### src/tsc_consts.svh
// Offsets, field positions, reset values and timing counts of the sensor registers.
// Assumes inclusion by bare name; definitions only.
`ifndef TSC_CONSTS_SVH
`define TSC_CONSTS_SVH

`define TSC_ADDR_TEMP_MSB   8'h00
`define TSC_ADDR_TEMP_LSB   8'h01
`define TSC_ADDR_STATUS     8'h02
`define TSC_ADDR_CONFIG     8'h03
`define TSC_ADDR_HIGH_MSB   8'h04
`define TSC_ADDR_HIGH_LSB   8'h05
`define TSC_ADDR_LOW_MSB    8'h06
`define TSC_ADDR_LOW_LSB    8'h07
`define TSC_ADDR_CRIT_MSB   8'h08
`define TSC_ADDR_CRIT_LSB   8'h09
`define TSC_ADDR_HYST       8'h0a

`define TSC_CFG_FAULT_LSB   0
`define TSC_CFG_CRIT_POL    2
`define TSC_CFG_LIMIT_POL   3
`define TSC_CFG_CMP_MODE    4
`define TSC_CFG_MODE_LSB    5
`define TSC_CFG_RES16       7

`define TSC_MODE_CONT       2'h0
`define TSC_MODE_ONESHOT    2'h1
`define TSC_MODE_SPS        2'h2
`define TSC_MODE_SHUTDOWN   2'h3

`define TSC_CH_LOW          0
`define TSC_CH_HIGH         1
`define TSC_CH_CRIT         2

`define TSC_RST_CONFIG      8'h00
`define TSC_RST_HIGH        16'h2000
`define TSC_RST_LOW         16'h0500
`define TSC_RST_CRIT        16'h4980
`define TSC_RST_HYST        8'h05

`define TSC_TIMER_W         27
`define TSC_CLK_KHZ         125000
`define TSC_CONT_MS         240
`define TSC_ONESHOT_MS      240
`define TSC_SPS_CONV_MS     60
`define TSC_SPS_PERIOD_MS   1000
`define TSC_CONT_CYC        (`TSC_CONT_MS * `TSC_CLK_KHZ)
`define TSC_ONESHOT_CYC     (`TSC_ONESHOT_MS * `TSC_CLK_KHZ)
`define TSC_SPS_CONV_CYC    (`TSC_SPS_CONV_MS * `TSC_CLK_KHZ)
`define TSC_SPS_PERIOD_CYC  (`TSC_SPS_PERIOD_MS * `TSC_CLK_KHZ)

`endif

### src/tsc_pkg.sv
// Types of the sensor register block: conversion states and module state records.
// Assumes tsc_consts.svh is compiled alongside for the numeric constants.
package tsc_pkg;

    typedef enum logic [1:0] {
        TSC_CV_IDLE,
        TSC_CV_BUSY,
        TSC_CV_WAIT
    } tsc_conv_state_t;

    typedef struct packed {
        logic       evt;
        logic [2:0] cnt;
        logic       qual;
        logic       hit;
        logic       qual_rise;
    } tsc_chan_t;

    typedef struct packed {
        logic [7:0]      ptr;
        logic [7:0]      rdata;
        logic [7:0]      cfg;
        logic [15:0]     high_lim;
        logic [15:0]     low_lim;
        logic [15:0]     crit_lim;
        logic [7:0]      hyst;
        logic [15:0]     temp;
        logic [2:0]      stat;
        logic            rdy;
        tsc_conv_state_t cv;
        logic [26:0]     timer;
        logic            result;
        logic            limit_irq;
        logic            crit_irq;
        logic            limit_pin;
        logic            crit_pin;
    } tsc_state_t;

endpackage

### src/tsc_limit_chan.sv
// One limit channel: event level with hysteresis and a fault-queue qualifier.
// Assumes trip and release are evaluated on the result that result_valid marks.
`timescale 1ns/1ps
`default_nettype none

module tsc_limit_chan (
    input  wire logic       clk,
    input  wire logic       rst,
    input  wire logic       result_valid,
    input  wire logic       trip,
    input  wire logic       release_cond,
    input  wire logic [1:0] fault_need,
    output logic            evt,
    output logic            hit,
    output logic            qual,
    output logic            qual_rise
);

    tsc_pkg::tsc_chan_t st;
    tsc_pkg::tsc_chan_t next_st;
    logic [2:0]         cnt_inc;
    logic [2:0]         need;

    assign need    = {1'b0, fault_need} + 3'h1;
    assign cnt_inc = (st.cnt == 3'h4) ? 3'h4 : st.cnt + 3'h1;

    always_comb
    begin
        next_st           = st;
        next_st.hit       = 1'b0;
        next_st.qual_rise = 1'b0;
        if (result_valid)
        begin
            if (trip)
            begin
                next_st.cnt = cnt_inc;
                next_st.evt = 1'b1;
                next_st.hit = 1'b1;
                // Consecutive faults only; one clean result restarts the count
                if ((cnt_inc >= need) && !st.qual)
                begin
                    next_st.qual      = 1'b1;
                    next_st.qual_rise = 1'b1;
                end
            end
            else
            begin
                next_st.cnt = 3'h0;
                if (release_cond)
                begin
                    next_st.evt  = 1'b0;
                    next_st.qual = 1'b0;
                end
            end
        end
    end

    always_ff @(posedge clk or posedge rst)
    begin
        if (rst)
            st <= '0;
        else
            st <= next_st;
    end

    assign evt       = st.evt;
    assign hit       = st.hit;
    assign qual      = st.qual;
    assign qual_rise = st.qual_rise;
endmodule

`default_nettype wire

### src/tsc_sensor_regs.sv
// Register and conversion-control logic of the temperature sensor core.
// Assumes a serial bus front end giving pointer, read and write strobes on clk,
// and a converter whose adc_result is stable on clk.
`timescale 1ns/1ps
`default_nettype none
`include "tsc_consts.svh"

// Functional notes
// In 13-bit mode low byte bit 0 shows the below-low-limit event.
// In 13-bit mode low byte bit 1 shows the above-high-limit event.
// In 13-bit mode low byte bit 2 shows the above-critical-limit event.
// In 16-bit mode low byte bits 0 to 2 carry conversion LSBs.
// Low byte bits 3 to 7 are read-only temperature bits, reset zero.
// Status limit flags clear on status read or when condition ends.
// Ready bit 7 drops on new result, returns high on temperature read.
// In one-shot and once-per-second modes a mode write also raises ready.
// Status bit 4 flags below-low; bits 0 to 3 read zero.
// Status bit 5 flags above-high, cleared by read or hysteresis return.
// Status bit 6 flags above-critical, cleared by read or hysteresis return.
// Config bits 1:0 set one to four faults before alarms assert.
// Config bit 2 sets critical alarm polarity, zero active low.
// Config bit 3 sets limit alarm polarity, zero active low.
// Config bit 4 selects comparator (1) or interrupt (0) alarm behaviour.
// Mode 00 converts continuously, restarting at each finish.
// Mode 01 performs one conversion of 240 ms.
// Mode 10 converts once per second for 60 ms each.
// Mode 11 stops conversion; registers stay accessible.
// Config bit 7 selects 13-bit or 16-bit resolution.
// Hysteresis in whole degrees widens the release point of each limit.
// Pointer auto-increments after each data access, high byte then low.
// Comparator alarms follow the condition; interrupt alarms hold until status read.
module tsc_sensor_regs #(
    parameter int CONT_CYC       = `TSC_CONT_CYC,
    parameter int ONESHOT_CYC    = `TSC_ONESHOT_CYC,
    parameter int SPS_CONV_CYC   = `TSC_SPS_CONV_CYC,
    parameter int SPS_PERIOD_CYC = `TSC_SPS_PERIOD_CYC
) (
    input  wire logic        clk,
    input  wire logic        rst,
    input  wire logic        ptr_wr,
    input  wire logic [7:0]  ptr_data,
    input  wire logic        data_wr,
    input  wire logic        data_rd,
    input  wire logic [7:0]  wdata,
    output logic      [7:0]  rdata,
    input  wire logic [15:0] adc_result,
    output logic             converter_on,
    output logic             critical_alarm_output,
    output logic             limit_alarm_output
);

    localparam logic [26:0] CONT_LOAD     = 27'(CONT_CYC - 1);
    localparam logic [26:0] ONESHOT_LOAD  = 27'(ONESHOT_CYC - 1);
    localparam logic [26:0] SPS_CONV_LOAD = 27'(SPS_CONV_CYC - 1);
    localparam logic [26:0] SPS_IDLE_LOAD = 27'(SPS_PERIOD_CYC - SPS_CONV_CYC - 1);

    tsc_pkg::tsc_state_t st;
    tsc_pkg::tsc_state_t next_st;

    logic        rd_ok;
    logic        wr_ok;
    logic        temp_read;
    logic        status_read;
    logic        cfg_write;
    logic        conv_done;
    logic [1:0]  mode;
    logic [1:0]  new_mode;
    logic [7:0]  lowbyte;
    logic [7:0]  status_byte;
    logic [7:0]  read_mux;
    logic [16:0] t17;
    logic [16:0] hyst17;
    logic [16:0] low_rel;
    logic [16:0] high_rel;
    logic [16:0] crit_rel;
    logic [2:0]  trip;
    logic [2:0]  release_cond;
    logic [2:0]  evt;
    logic [2:0]  hit;
    logic [2:0]  qual;
    logic [2:0]  qual_rise;
    logic        limit_active;
    logic        crit_active;

    // A pointer load in the same cycle takes priority; data strobes are dropped
    assign rd_ok       = data_rd && !ptr_wr;
    assign wr_ok       = data_wr && !data_rd && !ptr_wr;
    assign temp_read   = rd_ok && (st.ptr == `TSC_ADDR_TEMP_MSB || st.ptr == `TSC_ADDR_TEMP_LSB);
    assign status_read = rd_ok && (st.ptr == `TSC_ADDR_STATUS);
    assign cfg_write   = wr_ok && (st.ptr == `TSC_ADDR_CONFIG);
    assign mode        = st.cfg[`TSC_CFG_MODE_LSB +: 2];
    assign new_mode    = wdata[`TSC_CFG_MODE_LSB +: 2];
    assign conv_done   = (st.cv == tsc_pkg::TSC_CV_BUSY) && (st.timer == 27'h0);

    // Flags sit in bits 2:0 only in 13-bit mode
    assign lowbyte = st.cfg[`TSC_CFG_RES16] ? st.temp[7:0]
                   : {st.temp[7:3], evt[`TSC_CH_CRIT], evt[`TSC_CH_HIGH], evt[`TSC_CH_LOW]};
    assign status_byte = {st.rdy, st.stat, 4'h0};

    // All limits compared on one 1/128 degree scale; release points one bit wider to avoid wrap
    assign t17      = {st.temp[15], st.temp};
    assign hyst17   = {6'h00, st.hyst[3:0], 7'h00};
    assign low_rel  = {st.low_lim[15], st.low_lim} + hyst17;
    assign high_rel = {st.high_lim[15], st.high_lim} - hyst17;
    assign crit_rel = {st.crit_lim[15], st.crit_lim} - hyst17;

    assign trip[`TSC_CH_LOW]          = $signed(st.temp) < $signed(st.low_lim);
    assign trip[`TSC_CH_HIGH]         = $signed(st.temp) > $signed(st.high_lim);
    assign trip[`TSC_CH_CRIT]         = $signed(st.temp) > $signed(st.crit_lim);
    assign release_cond[`TSC_CH_LOW]  = $signed(t17) > $signed(low_rel);
    assign release_cond[`TSC_CH_HIGH] = $signed(t17) < $signed(high_rel);
    assign release_cond[`TSC_CH_CRIT] = $signed(t17) < $signed(crit_rel);

    genvar gi;
    generate
        for (gi = 0; gi < 3; gi++)
        begin : g_chan
            tsc_limit_chan u_chan (
                .clk          (clk),
                .rst          (rst),
                .result_valid (st.result),
                .trip         (trip[gi]),
                .release_cond (release_cond[gi]),
                .fault_need   (st.cfg[`TSC_CFG_FAULT_LSB +: 2]),
                .evt          (evt[gi]),
                .hit          (hit[gi]),
                .qual         (qual[gi]),
                .qual_rise    (qual_rise[gi])
            );
        end
    endgenerate

    always_comb
    begin
        read_mux = 8'h00;
        case (st.ptr)
            `TSC_ADDR_TEMP_MSB: read_mux = st.temp[15:8];
            `TSC_ADDR_TEMP_LSB: read_mux = lowbyte;
            `TSC_ADDR_STATUS:   read_mux = status_byte;
            `TSC_ADDR_CONFIG:   read_mux = st.cfg;
            `TSC_ADDR_HIGH_MSB: read_mux = st.high_lim[15:8];
            `TSC_ADDR_HIGH_LSB: read_mux = st.high_lim[7:0];
            `TSC_ADDR_LOW_MSB:  read_mux = st.low_lim[15:8];
            `TSC_ADDR_LOW_LSB:  read_mux = st.low_lim[7:0];
            `TSC_ADDR_CRIT_MSB: read_mux = st.crit_lim[15:8];
            `TSC_ADDR_CRIT_LSB: read_mux = st.crit_lim[7:0];
            `TSC_ADDR_HYST:     read_mux = st.hyst;
            default:            read_mux = 8'h00;
        endcase
    end

    always_comb
    begin
        next_st        = st;
        next_st.result = 1'b0;

        // Bus side
        if (ptr_wr)
            next_st.ptr = ptr_data;
        else if (rd_ok || wr_ok)
            next_st.ptr = st.ptr + 8'h01;
        if (rd_ok)
            next_st.rdata = read_mux;
        if (wr_ok)
        begin
            case (st.ptr)
                `TSC_ADDR_CONFIG:   next_st.cfg = wdata;
                `TSC_ADDR_HIGH_MSB: next_st.high_lim[15:8] = wdata;
                `TSC_ADDR_HIGH_LSB: next_st.high_lim[7:0] = wdata;
                `TSC_ADDR_LOW_MSB:  next_st.low_lim[15:8] = wdata;
                `TSC_ADDR_LOW_LSB:  next_st.low_lim[7:0] = wdata;
                `TSC_ADDR_CRIT_MSB: next_st.crit_lim[15:8] = wdata;
                `TSC_ADDR_CRIT_LSB: next_st.crit_lim[7:0] = wdata;
                `TSC_ADDR_HYST:     next_st.hyst = wdata;
                default:            next_st.hyst = st.hyst;
            endcase
        end

        // Conversion sequencer
        case (st.cv)
            tsc_pkg::TSC_CV_IDLE:
            begin
                if (mode == `TSC_MODE_CONT)
                begin
                    next_st.cv    = tsc_pkg::TSC_CV_BUSY;
                    next_st.timer = CONT_LOAD;
                end
            end
            tsc_pkg::TSC_CV_BUSY:
            begin
                if (st.timer != 27'h0)
                    next_st.timer = st.timer - 27'h1;
                else
                begin
                    next_st.result = 1'b1;
                    next_st.temp   = st.cfg[`TSC_CFG_RES16] ? adc_result
                                   : {adc_result[15:3], 3'h0};
                    case (mode)
                        `TSC_MODE_CONT:
                        begin
                            next_st.timer = CONT_LOAD;
                        end
                        `TSC_MODE_SPS:
                        begin
                            next_st.cv    = tsc_pkg::TSC_CV_WAIT;
                            next_st.timer = SPS_IDLE_LOAD;
                        end
                        default:
                        begin
                            next_st.cv = tsc_pkg::TSC_CV_IDLE;
                        end
                    endcase
                end
            end
            tsc_pkg::TSC_CV_WAIT:
            begin
                if (st.timer != 27'h0)
                    next_st.timer = st.timer - 27'h1;
                else
                begin
                    next_st.cv    = tsc_pkg::TSC_CV_BUSY;
                    next_st.timer = SPS_CONV_LOAD;
                end
            end
            default:
            begin
                next_st.cv = tsc_pkg::TSC_CV_IDLE;
            end
        endcase
        if (mode == `TSC_MODE_SHUTDOWN)
            next_st.cv = tsc_pkg::TSC_CV_IDLE;

        // Rewriting the same continuous or ONCE_PER_SECOND_MODE mode leaves the cycle running
        if (cfg_write && (new_mode != mode || new_mode == `TSC_MODE_ONESHOT))
        begin
            case (new_mode)
                `TSC_MODE_CONT:
                begin
                    next_st.cv    = tsc_pkg::TSC_CV_BUSY;
                    next_st.timer = CONT_LOAD;
                end
                `TSC_MODE_ONESHOT:
                begin
                    next_st.cv    = tsc_pkg::TSC_CV_BUSY;
                    next_st.timer = ONESHOT_LOAD;
                end
                `TSC_MODE_SPS:
                begin
                    next_st.cv    = tsc_pkg::TSC_CV_BUSY;
                    next_st.timer = SPS_CONV_LOAD;
                end
                default:
                begin
                    next_st.cv = tsc_pkg::TSC_CV_IDLE;
                end
            endcase
        end

        // Ready: a fresh result beats a coinciding read
        if (next_st.result)
            next_st.rdy = 1'b0;
        else if (temp_read)
            next_st.rdy = 1'b1;
        else if (cfg_write && (new_mode == `TSC_MODE_ONESHOT || new_mode == `TSC_MODE_SPS))
            next_st.rdy = 1'b1;

        // Status flags: a hit in the clearing cycle survives
        next_st.stat = hit | (st.stat & evt & {3{!status_read}});

        next_st.limit_irq = qual_rise[`TSC_CH_LOW] || qual_rise[`TSC_CH_HIGH]
                          || (st.limit_irq && !status_read);
        next_st.crit_irq  = qual_rise[`TSC_CH_CRIT] || (st.crit_irq && !status_read);
        // Comparator follows the qualified level; interrupt mode uses the latch
        limit_active = next_st.cfg[`TSC_CFG_CMP_MODE]
                     ? (qual[`TSC_CH_LOW] || qual[`TSC_CH_HIGH]) : next_st.limit_irq;
        crit_active  = next_st.cfg[`TSC_CFG_CMP_MODE]
                     ? qual[`TSC_CH_CRIT] : next_st.crit_irq;
        next_st.limit_pin = next_st.cfg[`TSC_CFG_LIMIT_POL] ? limit_active : !limit_active;
        next_st.crit_pin  = next_st.cfg[`TSC_CFG_CRIT_POL] ? crit_active : !crit_active;
    end

    always_ff @(posedge clk or posedge rst)
    begin
        if (rst)
        begin
            st           <= '0;
            st.cfg       <= `TSC_RST_CONFIG;
            st.high_lim  <= `TSC_RST_HIGH;
            st.low_lim   <= `TSC_RST_LOW;
            st.crit_lim  <= `TSC_RST_CRIT;
            st.hyst      <= `TSC_RST_HYST;
            st.rdy       <= 1'b1;
            st.cv        <= tsc_pkg::TSC_CV_IDLE;
            st.limit_pin <= 1'b1;
            st.crit_pin  <= 1'b1;
        end
        else
            st <= next_st;
    end

    assign rdata                 = st.rdata;
    assign converter_on          = (st.cv != tsc_pkg::TSC_CV_IDLE);
    assign critical_alarm_output = st.crit_pin;
    assign limit_alarm_output    = st.limit_pin;
endmodule

`default_nettype wire
### config.mk
export PLATFORM = sky130hd
export DESIGN_NAME = tsc_sensor_regs
export DESIGN_NICKNAME = d
export VERILOG_FILES = /design/src/tsc_pkg.sv /design/src/tsc_limit_chan.sv /design/src/tsc_sensor_regs.sv
export VERILOG_INCLUDE_DIRS = /design/src
export SDC_FILE = /design/constraint.sdc
export NUM_CORES = 1
export LEC_CHECK = 0
export BUFFER_PORTS_ARGS = -buffer_cell sky130_fd_sc_hd__buf_4
export CAP_MARGIN = 20
export CORE_MARGIN = 2
export CORE_UTILIZATION = 70
export CTS_BUF_LIST = sky130_fd_sc_hd__clkbuf_4
export DETAILED_ROUTE_END_ITERATION = 16
export PLACE_DENSITY = 0.9
export SLEW_MARGIN = 20
export SYNTH_ARGS = -nofsm -noshare
export SYNTH_HDL_FRONTEND = slang
export SYNTH_SLANG_ARGS = --single-unit
### constraint.sdc
create_clock -name clk -period 12.1 [get_ports clk]
set_clock_uncertainty 0.2 [all_clocks]
set_input_delay 2.42 -clock clk [delete_from_list [all_inputs] [get_ports clk]]
set_output_delay 2.42 -clock clk [all_outputs]
set_load 0.05 [all_outputs]
==> results by group <==
Run status
  • Run status: complete, no violations

Worst setup path
  • Crit path cell chain: nor2_1 -> inv_1 -> buf_4
  • Worst R2R End: g_chan[1].u_chan.evt
  • Crit. Startpoint: st[33]
  • Critical Path End Type: output port
  • Crit path max-delay cell type: dfrtp_1
  • CP arrival: 2040 ps
  • Delay of the slowest critical-path stage: 780 ps
  • FF-to-FF Start: hyst17[8]
  • WS Path Type: flip-flop to output port
  • CP max FO: 20
  • Crit start category: flip-flop
  • Crit path required time: 9480 ps
  • FF-to-FF setup slack: 8210 ps
  • Worst R2R Path Depth: 13
  • CP Capture Point: converter_on

Routing
  • Initial DRC count: 1573
  • Drt wl/cell: 21.9 um
  • Routed Antenna Nets: 0
  • Number of vias per cell: 6.92
  • DRC: 0
  • Pre-antenna DRT Iters: 6
  • Post-Route WL: 30.8 mm
  • Routed vias: 9744

Clocking
  • Num CTS Buffers: 17
  • Clock Root Buffer: clkbuf_4
  • CTS Hold Buffers Added: 0
  • Postcts setup bufs: 0
  • Clock buffer depth: 2
  • CTS clk-pin slew, worst paths: 140 ps
  • Clk Latency, worst-skew pair: 590 ps
  • CTS tree: done
  • Clk sink count: 155
  • H-tree levels: 4
  • Cts repair resizes: 0

Timing
  • Final min period: 4660 ps
  • Slew HR: 0.218
  • Fmax: 0.214 GHz
  • Fin. Hold Viols: 0
  • Measured slew at the worst slew-check pin: 1160 ps
  • Pins Over Slew Limit: 0
  • Total negative slack: 0 ps
  • Period utilization: 0.385
  • RSZ-0062 raised after global routing: false
  • Finish-stage setup viols: 0

Global route
  • Largest net degree at the start of global routing: 100
  • GRT overflow: 0
  • Initial antenna violation count: 0
  • Vias in the first global route: 9236
  • First-pass GRT wire length: 49.2 mm
  • Tot GR Track Use: 0.387

Synthesis
  • Async set-reset flop share out of synthesis: 1.00
  • Synth Area in Compound Gates: 0.196
  • Count of unique library cells instantiated by Yosys: 74
  • Synthesized area per cell: 9.17 sq um
  • Main combinational cell family by area after synthesis: compound AO/OA/AOI/OAI gates
  • Post-synthesis mux area share: 0.0698
  • Syn_nets: 1346
  • Post-synth EDFFs: 0
  • Sequential area share after synthesis: 0.358
  • #FFs+latches synth: 155
  • Simple-Gate Fraction of Synth Area: 0.152
  • Post-synthesis xor/xnor area fraction: 0.0298
  • Syn. warnings: 0
  • Ys flop type: dfrtp_1
  • Post-synthesis instance area: 0.0109 sq mm
  • Synthesized instance count: 1186
  • Synth Area in Adders: 0.144

Cells and area
  • Footprint of the multi-input gates: 0.00642 sq mm
  • Area Growth Syn to Fin: 6.53%
  • Most frequent cells in the layout: 143 x dfrtp_1, 120 x ha_1, 104 x nand2_1
  • Share of cells above drive strength 1: 0.143
  • FILL cells: 1070
  • Antenna Cells: 0
  • Storage element area: 0.00389 sq mm
  • Most common cell after layout, fill and taps aside: dfrtp_1
  • Nets: 1368
  • Core Util, Final: 0.762

Floorplanning
  • Initial cell density of the core: 0.715
  • Core area: 0.0152 sq mm
  • Die height: 129 um
  • Row count: 45
  • IO Pins: 48
  • Die W: 129 um
  • Die area: 0.0165 sq mm

Flow run
  • Max Cap Viol: 0

Placed design
  • Gpl congestion: 0.976
  • IO Port Bufs: 47
  • DP HPWL: 22.4 mm

Power
  • Leak: 0.00529 uW
  • Pwr dens: 113 mW/mm^2
  • Worst vdd ir: 0.0976 mV

Hold path
  • Worst min path class: flip-flop to flip-flop
==> report_power, final <==
group / internal (uW) / switching (uW)
logic: 141 / 207
clock network: 129 / 207
registers: 560 / 60.4
==> through the flow <==
stage | setup WS [ps] | hold slack, ps | instances | total power [uW] | cell area, sq um
floorplan | 5320 | 211 | 1186 | 866 | 10900
finish | 7440 | 285 | 1409 | 1300 | 11600
CTS | 7490 | 284 | 1409 | 1290 | 11600
global placement | 7150 | 221 | 1377 | 951 | 11300
detailed placement | 7040 | 230 | 1377 | 965 | 11300
global route | 7360 | 309 | 1409 | 1370 | 11600
==> synthesized netlist by cell type (all sizes together), types with 9 or more instances <==
cell type	n	area (sq um)
inv	89	334
xor2	14	123
o31ai	15	113
nor3	22	121
a31oi	11	68.8
a22oi	19	143
mux2	62	698
xnor2	23	201
dfstp	12	315
a21oi	67	335
nor2	87	327
a211oi	12	90.1
dfrtp	143	3580
o21ai	77	385
nand4	17	106
ha	120	1500
nand3	36	180
nand2	104	390
nor4	11	75.1
o211ai	9	67.6
clkbuf	34	128
a21o	21	158
nand2b	13	81.3
nor2b	14	87.6
buf	16	95.1
==> metal layers <==
metal	vias to the layer above	track usage	routed length (um)
li1	4370	-	-
met1	4648	0.505	12200
met2	602	0.625	14200
met3	124	0.0802	2880
met4	0	0.178	1610
met5	-	0	0
==> flip-flops by register name, indices dropped and copies added, names as in the netlist, 2 cells and up <==
| name | count |
|---|---|
| hyst17 | 4 |
| g_chan.u_chan.qual | 3 |
| g_chan.u_chan.qual_rise | 3 |
| g_chan.u_chan.evt | 3 |
| g_chan.u_chan.st | 9 |
| st | 118 |
| mode | 2 |
| rdata | 8 |
| g_chan.u_chan.hit | 3 |
==> layout make-up <==
| cell class | instances | share of cell area |
|---|---|---|
| Timing Repair Buffer | 53 | 0.0344 |
| Tap cell | 188 | 0.0203 |
| Multi-Input combinational cell | 892 | 0.555 |
| Inverter | 89 | 0.0293 |
| Clock inverter | 14 | 0.0135 |
| Sequential cell | 155 | 0.336 |
| Clock buffer | 18 | 0.0117 |
==> worst min path at each step <==
stage | from | end | slack, ps | depth (start not counted)
global route | g_chan[2].u_chan.qual | g_chan[2].u_chan.qual_rise | 310 | 1
CTS | g_chan[2].u_chan.qual | g_chan[2].u_chan.qual_rise | 280 | 1
global placement | g_chan[2].u_chan.qual | g_chan[2].u_chan.qual_rise | 220 | 1
floorplan | g_chan[2].u_chan.qual | g_chan[2].u_chan.qual_rise | 210 | 1
finish | g_chan[2].u_chan.qual | g_chan[2].u_chan.qual_rise | 280 | 1
detailed placement | g_chan[2].u_chan.qual | g_chan[2].u_chan.qual_rise | 230 | 1
==> worst max-delay path: cells and delay by family (launching register included) <==
| kind | cells | cell delay (ps) |
|---|---|---|
| AND/OR/NAND/NOR | 1 | 220 |
| buffers and inverters | 2 | 460 |
| flip-flops | 1 | 780 |
==> cells by family after synthesis <==
kind of cell,Yosys count
and+or+nand+nor,343
AOI/OAI and AO/OA,321
DFF,155
buffers and inverters,139
adders and majority gates,123
muxes,68
xor gates and xnor gates,37
(Power assumes the default switching activity.)
